$ cat src/rtl/pts_consts.svh
// offsets, field positions, reset values and timing counts of the paper tape serial controller
`ifndef PTS_CONSTS_SVH
`define PTS_CONSTS_SVH

// ----------------------------------------
// timing
// ----------------------------------------
`define PTS_CLK_HZ 25000000
`define PTS_BAUD_RESET 110
`define PTS_HALF_BIT_CYCLES (`PTS_CLK_HZ / (2 * `PTS_BAUD_RESET))
`define PTS_DIV_W 20

// ----------------------------------------
// register offsets
// ----------------------------------------
`define PTS_OFS_CTRL 12'h000
`define PTS_OFS_DIVISOR 12'h004
`define PTS_OFS_STATUS 12'h008
`define PTS_OFS_RXDATA 12'h00c

// ----------------------------------------
// control fields
// ----------------------------------------
`define PTS_CTRL_W 15
`define PTS_CTRL_RESET 15'h0001
`define PTS_CTRL_MODE7 0
`define PTS_CTRL_LATE_FW 1
`define PTS_CTRL_LOCAL_PAR 2
`define PTS_CTRL_CUR_VER 3
`define PTS_CTRL_PAR_A 4
`define PTS_CTRL_PAR_B 5
`define PTS_CTRL_CC_EN 6
`define PTS_CTRL_TP_PAR_A 7
`define PTS_CTRL_TP_PAR_B 8

// ----------------------------------------
// status fields
// ----------------------------------------
`define PTS_ST_FIGURES 0
`define PTS_ST_TX_BUSY 1
`define PTS_ST_RX_BUSY 2
`define PTS_ST_PUNCH_BUSY 3
`define PTS_ST_PAR_ERR 4
`define PTS_ST_FRAME_ERR 5
`define PTS_ST_OVERRUN 6

// ----------------------------------------
// character codes and frame shape
// ----------------------------------------
`define PTS_FIGS_CODE 5'h1b
`define PTS_LTRS_CODE 5'h1f
`define PTS_CTL_LIMIT 7'h20
`define PTS_RUBOUT 7'h7f
`define PTS_LAST_BIT_7 3'h6
`define PTS_LAST_BIT_5 3'h4
`define PTS_BIT_HALVES 2'h2
`define PTS_STOP_HALVES_5 2'h3
`define PTS_PAR_SPACE 2'h3

`endif

$ cat src/rtl/pts_pkg.sv
// types of the paper tape serial controller
package pts_pkg;
    typedef enum logic [2:0] {TX_IDLE, TX_START, TX_DATA, TX_PAR, TX_STOP} pts_tx_state_t;
    typedef enum logic [2:0] {RX_IDLE, RX_START, RX_DATA, RX_PAR, RX_STOP} pts_rx_state_t;
    typedef enum logic [1:0] {PU_IDLE, PU_WAIT, PU_FIRE} pts_punch_state_t;
endpackage

$ cat src/rtl/pts_sync.sv
// two flip-flop synchroniser for a group of pin inputs
`timescale 1ns/1ns
`default_nettype none
module pts_sync #(
    parameter int W = 1
) (
    // clock and reset
    input wire logic clk_i,
    input wire logic rstn_i,
    // pins and synchronised copies
    input wire logic [W-1:0] d_i,
    output logic [W-1:0] q_o
);
    genvar g;
    generate
        for (g = 0; g < W; g++) begin : g_bit
            logic meta;
            always_ff @(posedge clk_i) begin
                if (!rstn_i) begin
                    meta <= 1'h0;
                    q_o[g] <= 1'h0;
                end else begin
                    meta <= d_i[g];
                    q_o[g] <= meta;
                end
            end
        end
    endgenerate
endmodule
`default_nettype wire

$ cat src/rtl/pts_skid.sv
// two-entry buffer with valid and ready on both sides
`timescale 1ns/1ns
`default_nettype none
module pts_skid #(
    parameter int W = 8
) (
    // clock and reset
    input wire logic clk_i,
    input wire logic rstn_i,
    // filling side
    input wire logic in_valid_i,
    input wire logic [W-1:0] in_data_i,
    output logic in_ready_o,
    // draining side
    output logic out_valid_o,
    output logic [W-1:0] out_data_o,
    input wire logic out_ready_i
);
    logic [W-1:0] mem [0:1];
    logic wr_ptr;
    logic rd_ptr;
    logic [1:0] cnt;
    logic [1:0] next_cnt;
    wire push = in_valid_i & in_ready_o;
    wire pop = out_valid_o & out_ready_i;

    assign in_ready_o = (cnt != 2'h2);
    assign out_valid_o = (cnt != 2'h0);
    assign out_data_o = mem[rd_ptr];
    assign next_cnt = (push & ~pop) ? cnt + 2'h1 : (pop & ~push) ? cnt - 2'h1 : cnt;

    always_ff @(posedge clk_i) begin
        if (push) begin
            mem[wr_ptr] <= in_data_i;
        end
    end

    always_ff @(posedge clk_i) begin
        if (!rstn_i) begin
            wr_ptr <= 1'h0;
            rd_ptr <= 1'h0;
            cnt <= 2'h0;
        end else begin
            wr_ptr <= wr_ptr ^ push;
            rd_ptr <= rd_ptr ^ pop;
            cnt <= next_cnt;
        end
    end
endmodule
`default_nettype wire

$ cat src/rtl/pts_controller.sv
// paper tape serial controller: reader to line, line to punch, apb option registers
//
// Design decisions made here: the APB interface to the registers and the register addresses.
`timescale 1ns/1ns
`default_nettype none
`include "pts_consts.svh"
module pts_controller import pts_pkg::*; #(
    parameter int HALF_BIT_RESET = `PTS_HALF_BIT_CYCLES
) (
    // clock and reset
    input wire logic clk_i,
    input wire logic rstn_i,
    // apb slave
    input wire logic psel_i,
    input wire logic penable_i,
    input wire logic pwrite_i,
    input wire logic [11:0] paddr_i,
    input wire logic [31:0] pwdata_i,
    output logic [31:0] prdata_o,
    output logic pready_o,
    output logic pslverr_o,
    // tape reader
    input wire logic [7:0] reader_holes_i,
    input wire logic reader_strobe_i,
    output logic reader_ready_o,
    // serial line to teleprinter
    input wire logic rxd_i,
    output logic txd_o,
    // tape punch
    input wire logic punch_shaft_i,
    output logic [7:0] punch_needles_o,
    output logic punch_feed_o
);
    // ----------------------------------------
    // pin synchronisers and edges
    // ----------------------------------------
    logic [10:0] sync_q;
    logic strobe_prev;
    logic shaft_prev;
    logic rxd_prev;
    wire [7:0] holes_s = sync_q[7:0];
    wire rxd_s = sync_q[8];
    wire strobe_s = sync_q[9];
    wire shaft_s = sync_q[10];
    wire strobe_rise = strobe_s & ~strobe_prev;
    wire shaft_rise = shaft_s & ~shaft_prev;
    wire rx_fall = ~rxd_s & rxd_prev;

    pts_sync #(.W(11)) u_sync (
        .clk_i(clk_i),
        .rstn_i(rstn_i),
        .d_i({punch_shaft_i, reader_strobe_i, rxd_i, reader_holes_i}),
        .q_o(sync_q)
    );

    // ----------------------------------------
    // option registers and decode
    // ----------------------------------------
    logic [`PTS_CTRL_W-1:0] ctrl;
    logic [`PTS_DIV_W-1:0] divisor;
    logic [6:0] last_rx;
    logic figures;
    logic st_par;
    logic st_frame;
    logic st_over;
    // unused switch bits are stored and read back only
    wire mode7 = ctrl[`PTS_CTRL_MODE7];
    wire cur_ver = ctrl[`PTS_CTRL_CUR_VER];
    wire cc_en = ctrl[`PTS_CTRL_CC_EN];
    wire [1:0] local_kind = {ctrl[`PTS_CTRL_PAR_A], ctrl[`PTS_CTRL_PAR_B]};
    wire [1:0] tele_kind = {ctrl[`PTS_CTRL_TP_PAR_A], ctrl[`PTS_CTRL_TP_PAR_B]};
    // early firmware ignores block one for line parity; the eighth punch hole still uses it
    wire use_local = ctrl[`PTS_CTRL_LATE_FW] & ctrl[`PTS_CTRL_LOCAL_PAR];
    wire [1:0] line_kind = use_local ? local_kind : tele_kind;
    wire [6:0] mask = mode7 ? 7'h7f : 7'h1f;
    wire [2:0] last_bit = mode7 ? `PTS_LAST_BIT_7 : `PTS_LAST_BIT_5;

    // 00 odd, 01 even, 10 mark, 11 space/off
    function automatic logic par_of(input logic [1:0] k, input logic [6:0] d);
        logic p;
        p = 1'h0;
        case (k)
            2'h0: p = ~^d;
            2'h1: p = ^d;
            2'h2: p = 1'h1;
            default: p = 1'h0;
        endcase
        return p;
    endfunction

    // ----------------------------------------
    // reader latch and buffer
    // ----------------------------------------
    logic rd_valid;
    logic [7:0] rd_latch;
    logic buf_in_ready;
    logic buf_valid;
    logic [7:0] buf_data;
    logic buf_ready;
    wire rd_take = strobe_rise & ~rd_valid;
    wire next_rd_valid = rd_take | (rd_valid & ~buf_in_ready);
    // eighth hole dropped on early units
    wire [7:0] holes_kept = cur_ver ? holes_s : {1'h0, holes_s[6:0]};

    always_ff @(posedge clk_i) begin
        if (!rstn_i) begin
            rd_valid <= 1'h0;
            rd_latch <= 8'h00;
            reader_ready_o <= 1'h0;
        end else begin
            rd_valid <= next_rd_valid;
            reader_ready_o <= ~next_rd_valid;
            if (rd_take) begin
                rd_latch <= holes_kept;
            end
        end
    end

    // no filtering: nulls and rubouts pass like any code
    pts_skid #(.W(8)) u_buf (
        .clk_i(clk_i),
        .rstn_i(rstn_i),
        .in_valid_i(rd_valid),
        .in_data_i(rd_latch),
        .in_ready_o(buf_in_ready),
        .out_valid_o(buf_valid),
        .out_data_o(buf_data),
        .out_ready_i(buf_ready)
    );

    // ----------------------------------------
    // transmitter
    // ----------------------------------------
    pts_tx_state_t tx_state, next_tx_state;
    logic [`PTS_DIV_W-1:0] tx_div, next_tx_div;
    logic [1:0] tx_half, next_tx_half;
    logic [2:0] tx_bit, next_tx_bit;
    logic [6:0] tx_sh, next_tx_sh;
    logic tx_par, next_tx_par;
    wire tx_tick = (tx_div == divisor - 20'h00001);
    // stop lasts two halves in 7-bit mode, three in 5-bit mode
    wire [1:0] tx_lim = (tx_state == TX_STOP && !mode7) ? `PTS_STOP_HALVES_5 : `PTS_BIT_HALVES;
    wire tx_end = tx_tick & (tx_half == tx_lim - 2'h1);
    wire [6:0] tx_load = buf_data[6:0] & mask;
    wire tx_line = (tx_state == TX_START) ? 1'h0 :
                   (tx_state == TX_DATA) ? tx_sh[0] :
                   (tx_state == TX_PAR) ? tx_par : 1'h1;
    assign buf_ready = (tx_state == TX_IDLE);

    always_comb begin
        next_tx_state = tx_state;
        next_tx_div = tx_tick ? 20'h00000 : tx_div + 20'h00001;
        next_tx_half = tx_tick ? tx_half + 2'h1 : tx_half;
        next_tx_bit = tx_bit;
        next_tx_sh = tx_sh;
        next_tx_par = tx_par;
        case (tx_state)
            TX_IDLE: begin
                next_tx_div = 20'h00000;
                next_tx_half = 2'h0;
                if (buf_valid) begin
                    next_tx_state = TX_START;
                    next_tx_sh = tx_load;
                    next_tx_par = par_of(line_kind, tx_load);
                end
            end
            TX_START: begin
                if (tx_end) begin
                    next_tx_state = TX_DATA;
                    next_tx_half = 2'h0;
                    next_tx_bit = 3'h0;
                end
            end
            TX_DATA: begin
                if (tx_end) begin
                    next_tx_half = 2'h0;
                    next_tx_sh = {1'h0, tx_sh[6:1]};
                    next_tx_bit = tx_bit + 3'h1;
                    if (tx_bit == last_bit) begin
                        next_tx_state = TX_PAR;
                    end
                end
            end
            TX_PAR: begin
                if (tx_end) begin
                    next_tx_state = TX_STOP;
                    next_tx_half = 2'h0;
                end
            end
            TX_STOP: begin
                if (tx_end) begin
                    next_tx_state = TX_IDLE;
                end
            end
            default: next_tx_state = TX_IDLE;
        endcase
    end

    always_ff @(posedge clk_i) begin
        if (!rstn_i) begin
            tx_state <= TX_IDLE;
            tx_div <= 20'h00000;
            tx_half <= 2'h0;
            tx_bit <= 3'h0;
            tx_sh <= 7'h00;
            tx_par <= 1'h0;
            txd_o <= 1'h1;
        end else begin
            tx_state <= next_tx_state;
            tx_div <= next_tx_div;
            tx_half <= next_tx_half;
            tx_bit <= next_tx_bit;
            tx_sh <= next_tx_sh;
            tx_par <= next_tx_par;
            txd_o <= tx_line;
        end
    end

    // ----------------------------------------
    // receiver
    // ----------------------------------------
    pts_rx_state_t rx_state, next_rx_state;
    logic [`PTS_DIV_W-1:0] rx_div, next_rx_div;
    logic [1:0] rx_half, next_rx_half;
    logic [2:0] rx_bit, next_rx_bit;
    logic [6:0] rx_sh, next_rx_sh;
    logic rx_par_bit, next_rx_par_bit;
    wire rx_tick = (rx_div == divisor - 20'h00001);
    // start waits one half to sample at bit centre
    wire [1:0] rx_lim = (rx_state == RX_START) ? 2'h1 : `PTS_BIT_HALVES;
    wire rx_end = rx_tick & (rx_half == rx_lim - 2'h1);
    wire rx_fin = (rx_state == RX_STOP) & rx_end;
    wire [4:0] rx_char5 = rx_sh[6:2];
    wire [6:0] rx_char = mode7 ? rx_sh : {2'h0, rx_char5};
    wire par_bad = rx_fin & (line_kind != `PTS_PAR_SPACE) & (rx_par_bit != par_of(line_kind, rx_char));
    wire frame_bad = rx_fin & ~rxd_s;

    always_comb begin
        next_rx_state = rx_state;
        next_rx_div = rx_tick ? 20'h00000 : rx_div + 20'h00001;
        next_rx_half = rx_tick ? rx_half + 2'h1 : rx_half;
        next_rx_bit = rx_bit;
        next_rx_sh = rx_sh;
        next_rx_par_bit = rx_par_bit;
        case (rx_state)
            RX_IDLE: begin
                next_rx_div = 20'h00000;
                next_rx_half = 2'h0;
                if (rx_fall) begin
                    next_rx_state = RX_START;
                end
            end
            RX_START: begin
                if (rx_end) begin
                    next_rx_half = 2'h0;
                    next_rx_bit = 3'h0;
                    next_rx_state = rxd_s ? RX_IDLE : RX_DATA;
                end
            end
            RX_DATA: begin
                if (rx_end) begin
                    next_rx_half = 2'h0;
                    next_rx_sh = {rxd_s, rx_sh[6:1]};
                    next_rx_bit = rx_bit + 3'h1;
                    if (rx_bit == last_bit) begin
                        next_rx_state = RX_PAR;
                    end
                end
            end
            RX_PAR: begin
                if (rx_end) begin
                    next_rx_half = 2'h0;
                    next_rx_par_bit = rxd_s;
                    next_rx_state = RX_STOP;
                end
            end
            RX_STOP: begin
                if (rx_end) begin
                    next_rx_state = RX_IDLE;
                end
            end
            default: next_rx_state = RX_IDLE;
        endcase
    end

    always_ff @(posedge clk_i) begin
        if (!rstn_i) begin
            rx_state <= RX_IDLE;
            rx_div <= 20'h00000;
            rx_half <= 2'h0;
            rx_bit <= 3'h0;
            rx_sh <= 7'h00;
            rx_par_bit <= 1'h0;
        end else begin
            rx_state <= next_rx_state;
            rx_div <= next_rx_div;
            rx_half <= next_rx_half;
            rx_bit <= next_rx_bit;
            rx_sh <= next_rx_sh;
            rx_par_bit <= next_rx_par_bit;
        end
    end

    // ----------------------------------------
    // shift state and punch holding latch
    // ----------------------------------------
    logic [7:0] hold_latch;
    logic hold_full;
    pts_punch_state_t pu_state, next_pu_state;
    wire rx_ctl = (rx_char < `PTS_CTL_LIMIT) | (rx_char == `PTS_RUBOUT);
    wire rx_punch = rx_fin & ~(mode7 & rx_ctl & ~cc_en);
    wire hold_load = rx_punch & ~hold_full;
    wire overrun = rx_punch & hold_full;
    wire pu_done = (pu_state == PU_FIRE) & shaft_rise;
    wire eighth = cur_ver & par_of(local_kind, rx_char);
    wire [7:0] punch_word = mode7 ? {eighth, rx_char} : {3'h0, rx_char5};
    wire set_figs = rx_fin & ~mode7 & (rx_char5 == `PTS_FIGS_CODE);
    wire set_ltrs = rx_fin & ~mode7 & (rx_char5 == `PTS_LTRS_CODE);

    always_ff @(posedge clk_i) begin
        if (!rstn_i) begin
            figures <= 1'h0;
            hold_latch <= 8'h00;
            hold_full <= 1'h0;
            last_rx <= 7'h00;
        end else begin
            if (set_figs) begin
                figures <= 1'h1;
            end else if (set_ltrs) begin
                figures <= 1'h0;
            end
            if (rx_fin) begin
                last_rx <= rx_char;
            end
            if (hold_load) begin
                hold_latch <= punch_word;
            end
            hold_full <= hold_load | (hold_full & ~pu_done);
        end
    end

    // ----------------------------------------
    // punch sequencer
    // ----------------------------------------
    always_comb begin
        next_pu_state = pu_state;
        case (pu_state)
            PU_IDLE: begin
                if (hold_full) begin
                    next_pu_state = PU_WAIT;
                end
            end
            PU_WAIT: begin
                if (shaft_rise) begin
                    next_pu_state = PU_FIRE;
                end
            end
            PU_FIRE: begin
                if (shaft_rise) begin
                    next_pu_state = PU_IDLE;
                end
            end
            default: next_pu_state = PU_IDLE;
        endcase
    end

    always_ff @(posedge clk_i) begin
        if (!rstn_i) begin
            pu_state <= PU_IDLE;
            punch_needles_o <= 8'h00;
            punch_feed_o <= 1'h0;
        end else begin
            pu_state <= next_pu_state;
            punch_needles_o <= (next_pu_state == PU_FIRE) ? hold_latch : 8'h00;
            punch_feed_o <= (next_pu_state == PU_FIRE);
        end
    end

    // ----------------------------------------
    // apb slave
    // ----------------------------------------
    wire hit_ctrl = (paddr_i == `PTS_OFS_CTRL);
    wire hit_div = (paddr_i == `PTS_OFS_DIVISOR);
    wire hit_st = (paddr_i == `PTS_OFS_STATUS);
    wire hit_rx = (paddr_i == `PTS_OFS_RXDATA);
    wire hit = hit_ctrl | hit_div | hit_st | hit_rx;
    wire acc = psel_i & penable_i & ~pready_o;
    wire wr = psel_i & penable_i & pready_o & pwrite_i & hit;
    wire st_clr = wr & hit_st;
    wire [6:0] status = {st_over, st_frame, st_par, (pu_state != PU_IDLE) | hold_full,
                         rx_state != RX_IDLE, (tx_state != TX_IDLE) | buf_valid, figures};
    wire [31:0] rd_word = hit_ctrl ? {17'h0_0000, ctrl} :
                          hit_div ? {12'h000, divisor} :
                          hit_st ? {25'h000_0000, status} :
                          hit_rx ? {25'h000_0000, last_rx} : 32'h0000_0000;
    wire [`PTS_DIV_W-1:0] div_wr = (pwdata_i[19:0] == 20'h00000) ? 20'h00001 : pwdata_i[19:0];

    always_ff @(posedge clk_i) begin
        if (!rstn_i) begin
            pready_o <= 1'h0;
            prdata_o <= 32'h0000_0000;
            pslverr_o <= 1'h0;
            ctrl <= `PTS_CTRL_RESET;
            divisor <= HALF_BIT_RESET[`PTS_DIV_W-1:0];
            st_par <= 1'h0;
            st_frame <= 1'h0;
            st_over <= 1'h0;
        end else begin
            pready_o <= acc;
            prdata_o <= acc ? rd_word : 32'h0000_0000;
            pslverr_o <= acc & ~hit;
            if (wr & hit_ctrl) begin
                ctrl <= pwdata_i[`PTS_CTRL_W-1:0];
            end
            if (wr & hit_div) begin
                divisor <= div_wr;
            end
            // set wins over write-one-to-clear
            st_par <= par_bad | (st_par & ~(st_clr & pwdata_i[`PTS_ST_PAR_ERR]));
            st_frame <= frame_bad | (st_frame & ~(st_clr & pwdata_i[`PTS_ST_FRAME_ERR]));
            st_over <= overrun | (st_over & ~(st_clr & pwdata_i[`PTS_ST_OVERRUN]));
        end
    end

    // ----------------------------------------
    // edge history
    // ----------------------------------------
    always_ff @(posedge clk_i) begin
        if (!rstn_i) begin
            strobe_prev <= 1'h0;
            shaft_prev <= 1'h0;
            rxd_prev <= 1'h0;
        end else begin
            strobe_prev <= strobe_s;
            shaft_prev <= shaft_s;
            rxd_prev <= rxd_s;
        end
    end
endmodule
`default_nettype wire

$ cat config.mk
export PLATFORM = sky130hd
export DESIGN_NAME = pts_controller
export DESIGN_NICKNAME = d
export VERILOG_FILES = /design/src/rtl/pts_pkg.sv /design/src/rtl/pts_sync.sv /design/src/rtl/pts_skid.sv /design/src/rtl/pts_controller.sv
export VERILOG_INCLUDE_DIRS = /design/src /design/src/rtl
export SDC_FILE = /design/constraint.sdc
export NUM_CORES = 1
export LEC_CHECK = 0
export ABC_AREA = 0
export BUFFER_PORTS_ARGS = -buffer_cell sky130_fd_sc_hd__buf_2
export CELL_PAD_IN_SITES_DETAIL_PLACEMENT = 0
export CELL_PAD_IN_SITES_GLOBAL_PLACEMENT = 2
export CORE_ASPECT_RATIO = 0.9
export CORE_MARGIN = 5
export CORE_UTILIZATION = 41
export CTS_BUF_LIST = sky130_fd_sc_hd__clkbuf_8
export CTS_CLUSTER_DIAMETER = 200
export DETAILED_ROUTE_END_ITERATION = 7
export MAX_ROUTING_LAYER = met4
export PLACE_DENSITY = 0.95
export SYNTH_ARGS = -nofsm -noshare
export SYNTH_HDL_FRONTEND = slang
export SYNTH_SLANG_ARGS = --single-unit
$ cat constraint.sdc
create_clock -name clk_i -period 5.35 [get_ports clk_i]
set_input_delay 0.2675 -clock clk_i [delete_from_list [all_inputs] [get_ports clk_i]]
set_output_delay 0.2675 -clock clk_i [all_outputs]
set_load 0.01 [all_outputs]
==> results of run 1 <==
[cell families (layout without fill, tap and decap cells)]
kind of cell,after synthesis,after routing,synth area share [%]
buffers and inverters,112,194,4.88
xor gates and xnor gates,104,104,9.32
and+or+nand+nor,493,493,25.1
DFF,212,212,43.1
AOI/OAI and AO/OA,144,144,9.26
muxes,68,68,6.92
other,1,14,0.0369
adders and majority gates,11,11,1.35
[layer usage]
metal / share of wire [%] / global-route usage [%] / wire length (microns)
met1: 49 / 26.6 / 12800
met2: 44 / 27.3 / 11500
met3: 5.7 / 3.49 / 1500
met4: 1.3 / 4.46 / 348
met5: 0 / - / 0
[critical path: stages, from the launching register on]
cell and delay [ns]:
dfxtp_1 0.43, nor3_2 0.58, nand3_1 0.40, nor4_1 0.85, xnor2_1 0.20, nor3_1 0.35, nand4_1 0.56, or4_1 0.70
mux2i_1 0.13
[timing repair]
action	CTS	global route
hold endpoints to repair	19	0
hold buffers	19	0
gates resized for setup	0	0
[Yosys cell counts, types with 5 or more instances]
| cell | instances | share of area, % |
|---|---|---|
| nand3_1 | 39 | 1.9 |
| buf_2 | 7 | 0.34 |
| a221oi_1 | 6 | 0.52 |
| mux2_2 | 9 | 1.0 |
| o211ai_1 | 15 | 1.1 |
| a21oi_1 | 37 | 1.8 |
| nand4_1 | 39 | 2.4 |
| inv_1 | 24 | 0.89 |
| a41oi_1 | 5 | 0.43 |
| ha_1 | 11 | 1.4 |
| xnor2_1 | 68 | 5.9 |
| mux2i_1 | 58 | 5.7 |
| dfxtp_1 | 198 | 39 |
| clkbuf_1 | 57 | 2.1 |
| buf_4 | 12 | 0.89 |
| o31ai_1 | 9 | 0.66 |
| edfxtp_1 | 14 | 4.1 |
| a31oi_1 | 9 | 0.55 |
| nand2_1 | 105 | 3.9 |
| nor3b_1 | 5 | 0.37 |
| nor2b_1 | 11 | 0.68 |
| or2_2 | 6 | 0.37 |
| nor4_1 | 16 | 0.98 |
| nand3b_1 | 5 | 0.37 |
| or3_1 | 10 | 0.61 |
| o21ai_0 | 30 | 1.5 |
| and2_1 | 32 | 2.0 |
| buf_1 | 9 | 0.33 |
| a211oi_1 | 11 | 0.81 |
| and3_1 | 25 | 1.5 |
| nor2_1 | 128 | 4.7 |
| or4_1 | 12 | 0.89 |
| nand2b_1 | 9 | 0.55 |
| xor2_1 | 33 | 2.8 |
| nor3_1 | 24 | 1.2 |
[worst max path at each step]
stage	from	end	slack, ns	cells after the start
floorplan	divisor[0]	tx_sh[6]	1.93	12
global placement	divisor[0]	tx_div[8]	1.25	10
detailed placement	divisor[0]	tx_div[19]	1.21	10
CTS	divisor[0]	tx_div[18]	1.20	10
global route	divisor[0]	rx_div[2]	0.90	10
finish	divisor[5]	figures	1.03	8
[sequential cells by signal, summed over array words and instances (netlist names), 7 cells and up, named ones only]
| register | cells |
|---|---|
| ctrl | 15 |
| divisor | 20 |
| hold_latch | 8 |
| last_rx | 7 |
| prdata_o | 20 |
| punch_needles_o | 8 |
| rd_latch | 7 |
| rx_div | 20 |
| rx_sh | 7 |
| tx_div | 20 |
| tx_sh | 7 |
| u_buf.mem | 14 |
| u_sync.g_bit.meta | 10 |
| u_sync.q_o | 10 |
[report_power, final]
part	switching, W	total [W]	internal, W
registers	0.0000475	0.00170	0.00165
clock network	0.000631	0.00135	0.000715
logic	0.000188	0.000322	0.000134
total	0.000867	0.00337	0.00250
[cell type report]
cell class / count / share of cell area, %
well taps: 308 / 3.34
inverters: 24 / 0.782
repair buffers: 107 / 5.67
clock inverters: 21 / 0.793
diodes: 2 / 0.0434
multi-input cells: 832 / 46.3
flip-flops and latches: 212 / 38.1
clock buffers: 42 / 5.02
[through the flow]
stage,util [%],instances,cell area (sq um),worst slack [ns]
after detailed placement,43.8,1464,10700,1.21
after CTS,47.3,1546,11500,1.20
after global placement,43.8,1464,10700,1.25
after global routing,47.4,1548,11500,0.899
final,47.4,1548,11500,1.03
after floorplan,-,1156,10200,1.93
==> results.cfg, run 1 <==
[yosys]
synth_cells = 1145
synth_edf_count = 14
yosysWarnings = 0
synth-seq-cells = 212
yosysSeqAreaShare_pct = 43.1
syn_area_per_cell_sq_um = 8.89
synth.distinct_cells = 71
syn-cell-area_sq_mm = 0.0102
synthArstFlopShare_pct = 0
ys.flop_type = dfxtp_1

[floorplanning]
ios = 105
coreArea_sq_mm = 0.0243
dieArea_sq_mm = 0.0281
die_w_microns = 176
die_y_microns = 159
row_count = 54
start_util_pct = 41.8

[clocking]
numClockSinks = 212
post_cts_buffers = 0
cts_buffer_depth = 3
cts_tree = built
cts_root_buf = clkbuf_8
clk_pin_slew_ns = 0.06
insertion_delay_ns = 0.52
htree_num_levels = 2
cts-buffers-inserted = 37

[critical_path]
start_kind = flip-flop
r2r-end = figures
worstPathArrival_ns = 4.73
reg2reg_depth = 8
r2r_slack_ns = 1.03
cp_data_required_time_ns = 5.76
worstSetupEndpointType = flip-flop
critPathKind = flip-flop to flip-flop
worstPathMaxFanout = 13
r2r_start = divisor[5]

[final_layout]
regArea_sq_mm = 0.00438
layout_common_cells = dfxtp_1 (198), nor2_1 (128), nand2_1 (105)
multiInputGateArea_sq_mm = 0.00533
final_common_cell = dfxtp_1
drive_gt1_share_pct = 13.6
area_growth_pct = 13.2
fin_nets = 1285
fillCellCount = 2358

[placement]
place.gp.congestion = 0.927
dp_hpwl_microns = 18600
io_buffer_count = 79

[timing]
tightest_slew_ns = 0.911
slew_violations = 0
fmax_ghz = 0.231
skew_ns = 0.0414
slew_headroom_pct = 38.7
finalHoldViolCount = 0
tns_ns = 0
timing.final.crit_period_ns = 4.32
final.period_utilization_pct = 80.8
hold_ws_ns = 0.0202
setup_viol = 0
rsz0062_at_grt = false

[worst_hold_path]
hold_depth = 3
min_from = pwdata_i[14]
hold_class = input pin to flip-flop
hold_path_end = divisor[14]

[global_route]
grt_overflow = 0
first_global_vias = 7756
grt_use_total_pct = 18.6
grt_pass1_wl_microns = 41700
grt_max_degree = 70
antenna_found_initial = 2

[routing]
routedWlPerCell_microns = 16.9
ant_nets = 0
drcViolationCount = 0
first_pass_iters = 5
vias = 8331
finalWirelength_microns = 26200
first_iter_violations = 651
drt-vias-per-instance = 5.38

[power_and_ir_drop]
peakVddDrop_mv = 0.134
p_total_w = 0.00337
powerDensity_mw_per_mm2 = 292
leakagePower_nw = 4.50

[outcome]
status = complete, no violations

[flow_run]
cap_violations = 0
Power figures use the tool's default switching activity.
==> run 2: changes to the inputs <==
--- a/config.mk
+++ b/config.mk
@@ -12,12 +12,12 @@
 export CELL_PAD_IN_SITES_GLOBAL_PLACEMENT = 2
 export CORE_ASPECT_RATIO = 0.9
 export CORE_MARGIN = 5
-export CORE_UTILIZATION = 41
+export CORE_UTILIZATION = 38
 export CTS_BUF_LIST = sky130_fd_sc_hd__clkbuf_8
 export CTS_CLUSTER_DIAMETER = 200
 export DETAILED_ROUTE_END_ITERATION = 7
 export MAX_ROUTING_LAYER = met4
-export PLACE_DENSITY = 0.95
+export PLACE_DENSITY = 0.94
 export SYNTH_ARGS = -nofsm -noshare
 export SYNTH_HDL_FRONTEND = slang
 export SYNTH_SLANG_ARGS = --single-unit
==> constraint.sdc (replaced) <==
create_clock -name clk_i -period 4 [get_ports clk_i]
set_input_delay 0.2 -clock clk_i [delete_from_list [all_inputs] [get_ports clk_i]]
set_output_delay 0.2 -clock clk_i [all_outputs]
set_load 0.01 [all_outputs]
==> results.cfg, run 2 (synthesized netlist as in run 1, its figures left out) <==
[outcome]
status = complete, no violations

[final_layout]
final_common_cell = dfxtp_1
fillCellCount = 2586
drive_gt1_share_pct = 15.6
antenna_cells = 0
instances_no_fill = 1623
fin_area_sq_mm = 0.0120
fin_util_pct = 45.8
regArea_sq_mm = 0.00438
multiInputGateArea_sq_mm = 0.00533
area_growth_pct = 17.9
layout_common_cells = dfxtp_1 (198), nor2_1 (128), nand2_1 (105)
fin_nets = 1318

[global_route]
grt_pass1_wl_microns = 43900
antenna_found_initial = 0
grt_overflow = 0
first_global_vias = 8096
grt_max_degree = 69
grt_use_total_pct = 18.5

[timing]
setup_viol = 0
tightest_slew_ns = 1.04
timing.final.crit_period_ns = 3.76
slew_violations = 0
rsz0062_at_grt = false
finalHoldViolCount = 0
fmax_ghz = 0.266
final.period_utilization_pct = 93.9
tns_ns = 0
skew_ns = 0.0249
slew_headroom_pct = 30.5

[critical_path]
worstPathCellList = or4_1 > or4_1 > xnor2_2 > nand3_1 > or4_4 > or4_4 > or4_1 > o21ai_1
critPathSlowestCell = or4_4
crit_path_frequent_cell = or4_1
slowest_delay_ns = 0.69
worstPathArrival_ns = 4.22
worstPathMaxFanout = 20
reg2reg_depth = 8
cp_data_required_time_ns = 4.46
start_kind = flip-flop
worstSetupEndpointType = flip-flop
critPathKind = flip-flop to flip-flop

[floorplanning]
die_w_microns = 182
dieArea_sq_mm = 0.0301
ios = 105
start_util_pct = 38.8
die_y_microns = 165
row_count = 56
coreArea_sq_mm = 0.0262

[power_and_ir_drop]
peakVddDrop_mv = 0.259
leakagePower_nw = 4.70
powerDensity_mw_per_mm2 = 409
p_total_w = 0.00490

[routing]
first_iter_violations = 623
first_pass_iters = 5
drt-vias-per-instance = 5.20
vias = 8442
routedWlPerCell_microns = 16.8
drcViolationCount = 0
finalWirelength_microns = 27200
ant_nets = 0

[placement]
place.gp.congestion = 0.927
dp_hpwl_microns = 19400
io_buffer_count = 79
postPlaceCellArea_sq_mm = 0.0109
place_inst = 1524

[clocking]
post_cts_buffers = 0
htree_num_levels = 2
cts-buffers-inserted = 38
numClockSinks = 212
cts_buffer_depth = 3
clk_pin_slew_ns = 0.06
cts_tree = built
insertion_delay_ns = 0.54
cts_root_buf = clkbuf_8

[worst_hold_path]
hold_depth = 4
hold_class = input pin to flip-flop

[flow_run]
cap_violations = 0
==> run 2: cell count changes in the layout (fill, tap and decap cells not counted), sizes merged, moves of 2 or more <==
cell | before | now
buf | 88 | 108
dlygate4sd3 | 19 | 31
clkbuf | 42 | 50
inv | 38 | 34
bufinv | 0 | 2
diode | 2 | 0
==> run 2: per-layer routing <==
| metal | share of wire [%] | GRT usage (%) | up-vias | wire, microns |
|---|---|---|---|---|
| met5 | 0 | - | - | 0 |
| met4 | 1.8 | 4.74 | 0 | 491 |
| met3 | 5.2 | 3.48 | 43 | 1410 |
| met2 | 45 | 28.8 | 191 | 12300 |
| met1 | 48 | 25.0 | 3981 | 13000 |
| li1 | - | - | 4227 | - |
==> run 2: layout make-up <==
class	count	area share, %
Multi-Input combinational cell	832	44.5
Inverter	24	0.751
Clock buffer	50	5.74
Tap cell	348	3.63
Clock inverter	18	1.15
Sequential cell	212	36.6
Timing Repair Buffer	139	7.70
==> run 2: what timing repair did <==
item,in CTS,in global routing
endpoints found under the setup margin,0,1
hold endpoints to repair,42,0
gates resized for setup,0,1
hold buffers,31,0
==> run 2: where the power goes <==
group          total, W  switching [W]  leakage (nW)  internal, W
Clock           0.00217       0.000919         0.463      0.00125
Combinational  0.000460       0.000272          2.51     0.000188
Sequential      0.00227      0.0000646          1.73      0.00221
==> run 2: path summary, 6_finish.rpt <==
path,start,to,slack (ns)
min reg2reg,u_sync.g_bit[2].meta,u_sync.q_o[2],0.43
max,divisor[8],tx_bit[2],0.24
max reg2reg,divisor[8],tx_bit[2],0.24
min,paddr_i[1],pslverr_o,0.05
==> run 2: worst max-delay path, delay by kind of cell (launching register included) <==
| kind | cells | cell delay, ns |
|---|---|---|
| DFF | 1 | 0.45 |
| and+or+nand+nor | 6 | 2.87 |
| xor gates and xnor gates | 1 | 0.21 |
| AOI/OAI and AO/OA | 1 | 0.13 |
==> run 2: metrics by stage <==
stage               setup slack (ns)  hold WS, ns
finish                         0.242       0.0471
global route                   0.104       0.0400
CTS                            0.279       0.0202
detailed placement             0.291        0.411
global placement               0.332        0.410
floorplan                      0.581        0.324
==> run 3: changes to the inputs <==
--- a/config.mk
+++ b/config.mk
@@ -18,6 +18,7 @@
 export DETAILED_ROUTE_END_ITERATION = 7
 export MAX_ROUTING_LAYER = met4
 export PLACE_DENSITY = 0.94
+export RECOVER_POWER = 25
 export SYNTH_ARGS = -nofsm -noshare
 export SYNTH_HDL_FRONTEND = slang
 export SYNTH_SLANG_ARGS = --single-unit
==> results.cfg, run 3 (synthesized netlist as in run 1, its figures left out) <==
[outcome]
status = finished with violations
failed_checks = max-capacitance violations, max-slew violations

[timing]
timing.final.crit_period_ns = 3.78
rsz0062_at_grt = false
tns_ns = 0
final.period_utilization_pct = 94.4
fin_ws_ns = 0.222
setup_viol = 0
slew_headroom_pct = -1.47
slew_violations = 69
fmax_ghz = 0.265
tightest_slew_ns = 1.52
skew_ns = 0.0268
finalHoldViolCount = 0

[final_layout]
area_growth_pct = 17.4
fin_util_pct = 45.6
layout_common_cells = dfxtp_1 (198), nor2_1 (128), nand2_1 (105)
fin_area_sq_mm = 0.0119
drive_gt1_share_pct = 12.8
antenna_cells = 0
final_common_cell = dfxtp_1
fin_nets = 1318

[clocking]
insertion_delay_ns = 0.54
clk_pin_slew_ns = 0.06
cts_tree = built
numClockSinks = 212
htree_num_levels = 2
cts_buffer_depth = 3
cts_root_buf = clkbuf_8
cts-buffers-inserted = 38

[critical_path]
critPathKind = flip-flop to flip-flop
worstSetupEndpointType = flip-flop
start_kind = flip-flop
r2r_start = divisor[8]
worstPathMaxFanout = 20
startpoint = divisor[8]
worstPathArrival_ns = 4.22
cp_data_required_time_ns = 4.44

[routing]
finalWirelength_microns = 27200
drcViolationCount = 0
first_pass_iters = 5
first_iter_violations = 585
vias = 8468
routedWlPerCell_microns = 16.8
drt-vias-per-instance = 5.22
ant_nets = 0

[floorplanning]
row_count = 56
coreArea_sq_mm = 0.0262
ios = 105
die_w_microns = 182
dieArea_sq_mm = 0.0301
start_util_pct = 38.8
die_y_microns = 165

[global_route]
grt_max_degree = 69
antenna_found_initial = 0
grt_use_total_pct = 18.5
grt_pass1_wl_microns = 43900
grt_overflow = 0
first_global_vias = 8096

[power_and_ir_drop]
switching_share_pct = 25.7
p_int_w = 0.00365
leakagePower_nw = 4.55
combPwrFrac_pct = 9.4
peakVddDrop_mv = 0.258
p_total_w = 0.00491
clkPwrFrac_pct = 44.4
powerDensity_mw_per_mm2 = 411
p_sw_w = 0.00126
power_frac_seq_pct = 46.3

[placement]
postPlaceCellArea_sq_mm = 0.0109
io_buffer_count = 79
dp_hpwl_microns = 19400
place.gp.congestion = 0.927
place_ws_ns = 0.291

[worst_hold_path]
hold_class = input pin to flip-flop
min_from = paddr_i[1]

[flow_run]
cap_violations = 1
run 3: stage by stage:
step	instances	hold slack, ns
after floorplan	1156	0.324
after global placement	1524	0.410
after detailed placement	1524	0.411
after CTS	1623	0.0202
after global routing	1623	0.0400
final	1623	0.0472
run 3: worst max-delay path, stage by stage (launching register included):
cell	delay, ns
dfxtp_1	0.45
or4_1	0.54
or4_1	0.55
xnor2_2	0.21
nand3_1	0.09
or4_4	0.50
or4_4	0.69
or4_1	0.50
o21ai_1	0.13
run 3: per-layer routing:
| metal | GRT usage [%] | wire (microns) |
|---|---|---|
| met5 | - | 0 |
| met4 | 4.74 | 463 |
| met3 | 3.48 | 1310 |
| met2 | 28.8 | 12300 |
| met1 | 25.0 | 13100 |
run 3: layout make-up:
| cell class | count | area (sq um) |
|---|---|---|
| Clock buffer | 50 | 688 |
| Clock inverter | 18 | 138 |
| Fill cell | 2612 | 14300 |
| Inverter | 24 | 90.1 |
| Multi-Input combinational cell | 832 | 5330 |
| Sequential cell | 212 | 4380 |
| Tap cell | 348 | 435 |
| Timing Repair Buffer | 139 | 875 |
run 3: timing repair:
action                                 CTS  global route
hold buffers                            31             0
buffers inserted                         0             0
gates resized for setup                  0             1
endpoints found under the hold margin   42             0
setup endpoints to repair                0             1
run 3: power groups by stage:
stage	Sequential, W	Combinational (W)	Clock (W)
after detailed placement	0.00231	0.000434	0
after CTS	0.00227	0.000461	0.00223
after floorplan	0.00229	0.000331	0
after global placement	0.00231	0.000430	0
final	0.00227	0.000459	0.00218
after global routing	0.00228	0.000515	0.00234
run 3: path summary, 6_finish.rpt:
path,end,slack (ns),cells past startpoint
worst max register to register,tx_bit[2],0.22,8
worst max-delay path,tx_bit[2],0.22,8
worst min-delay path,pslverr_o,0.05,4
worst min register to register,u_sync.q_o[3],0.43,1
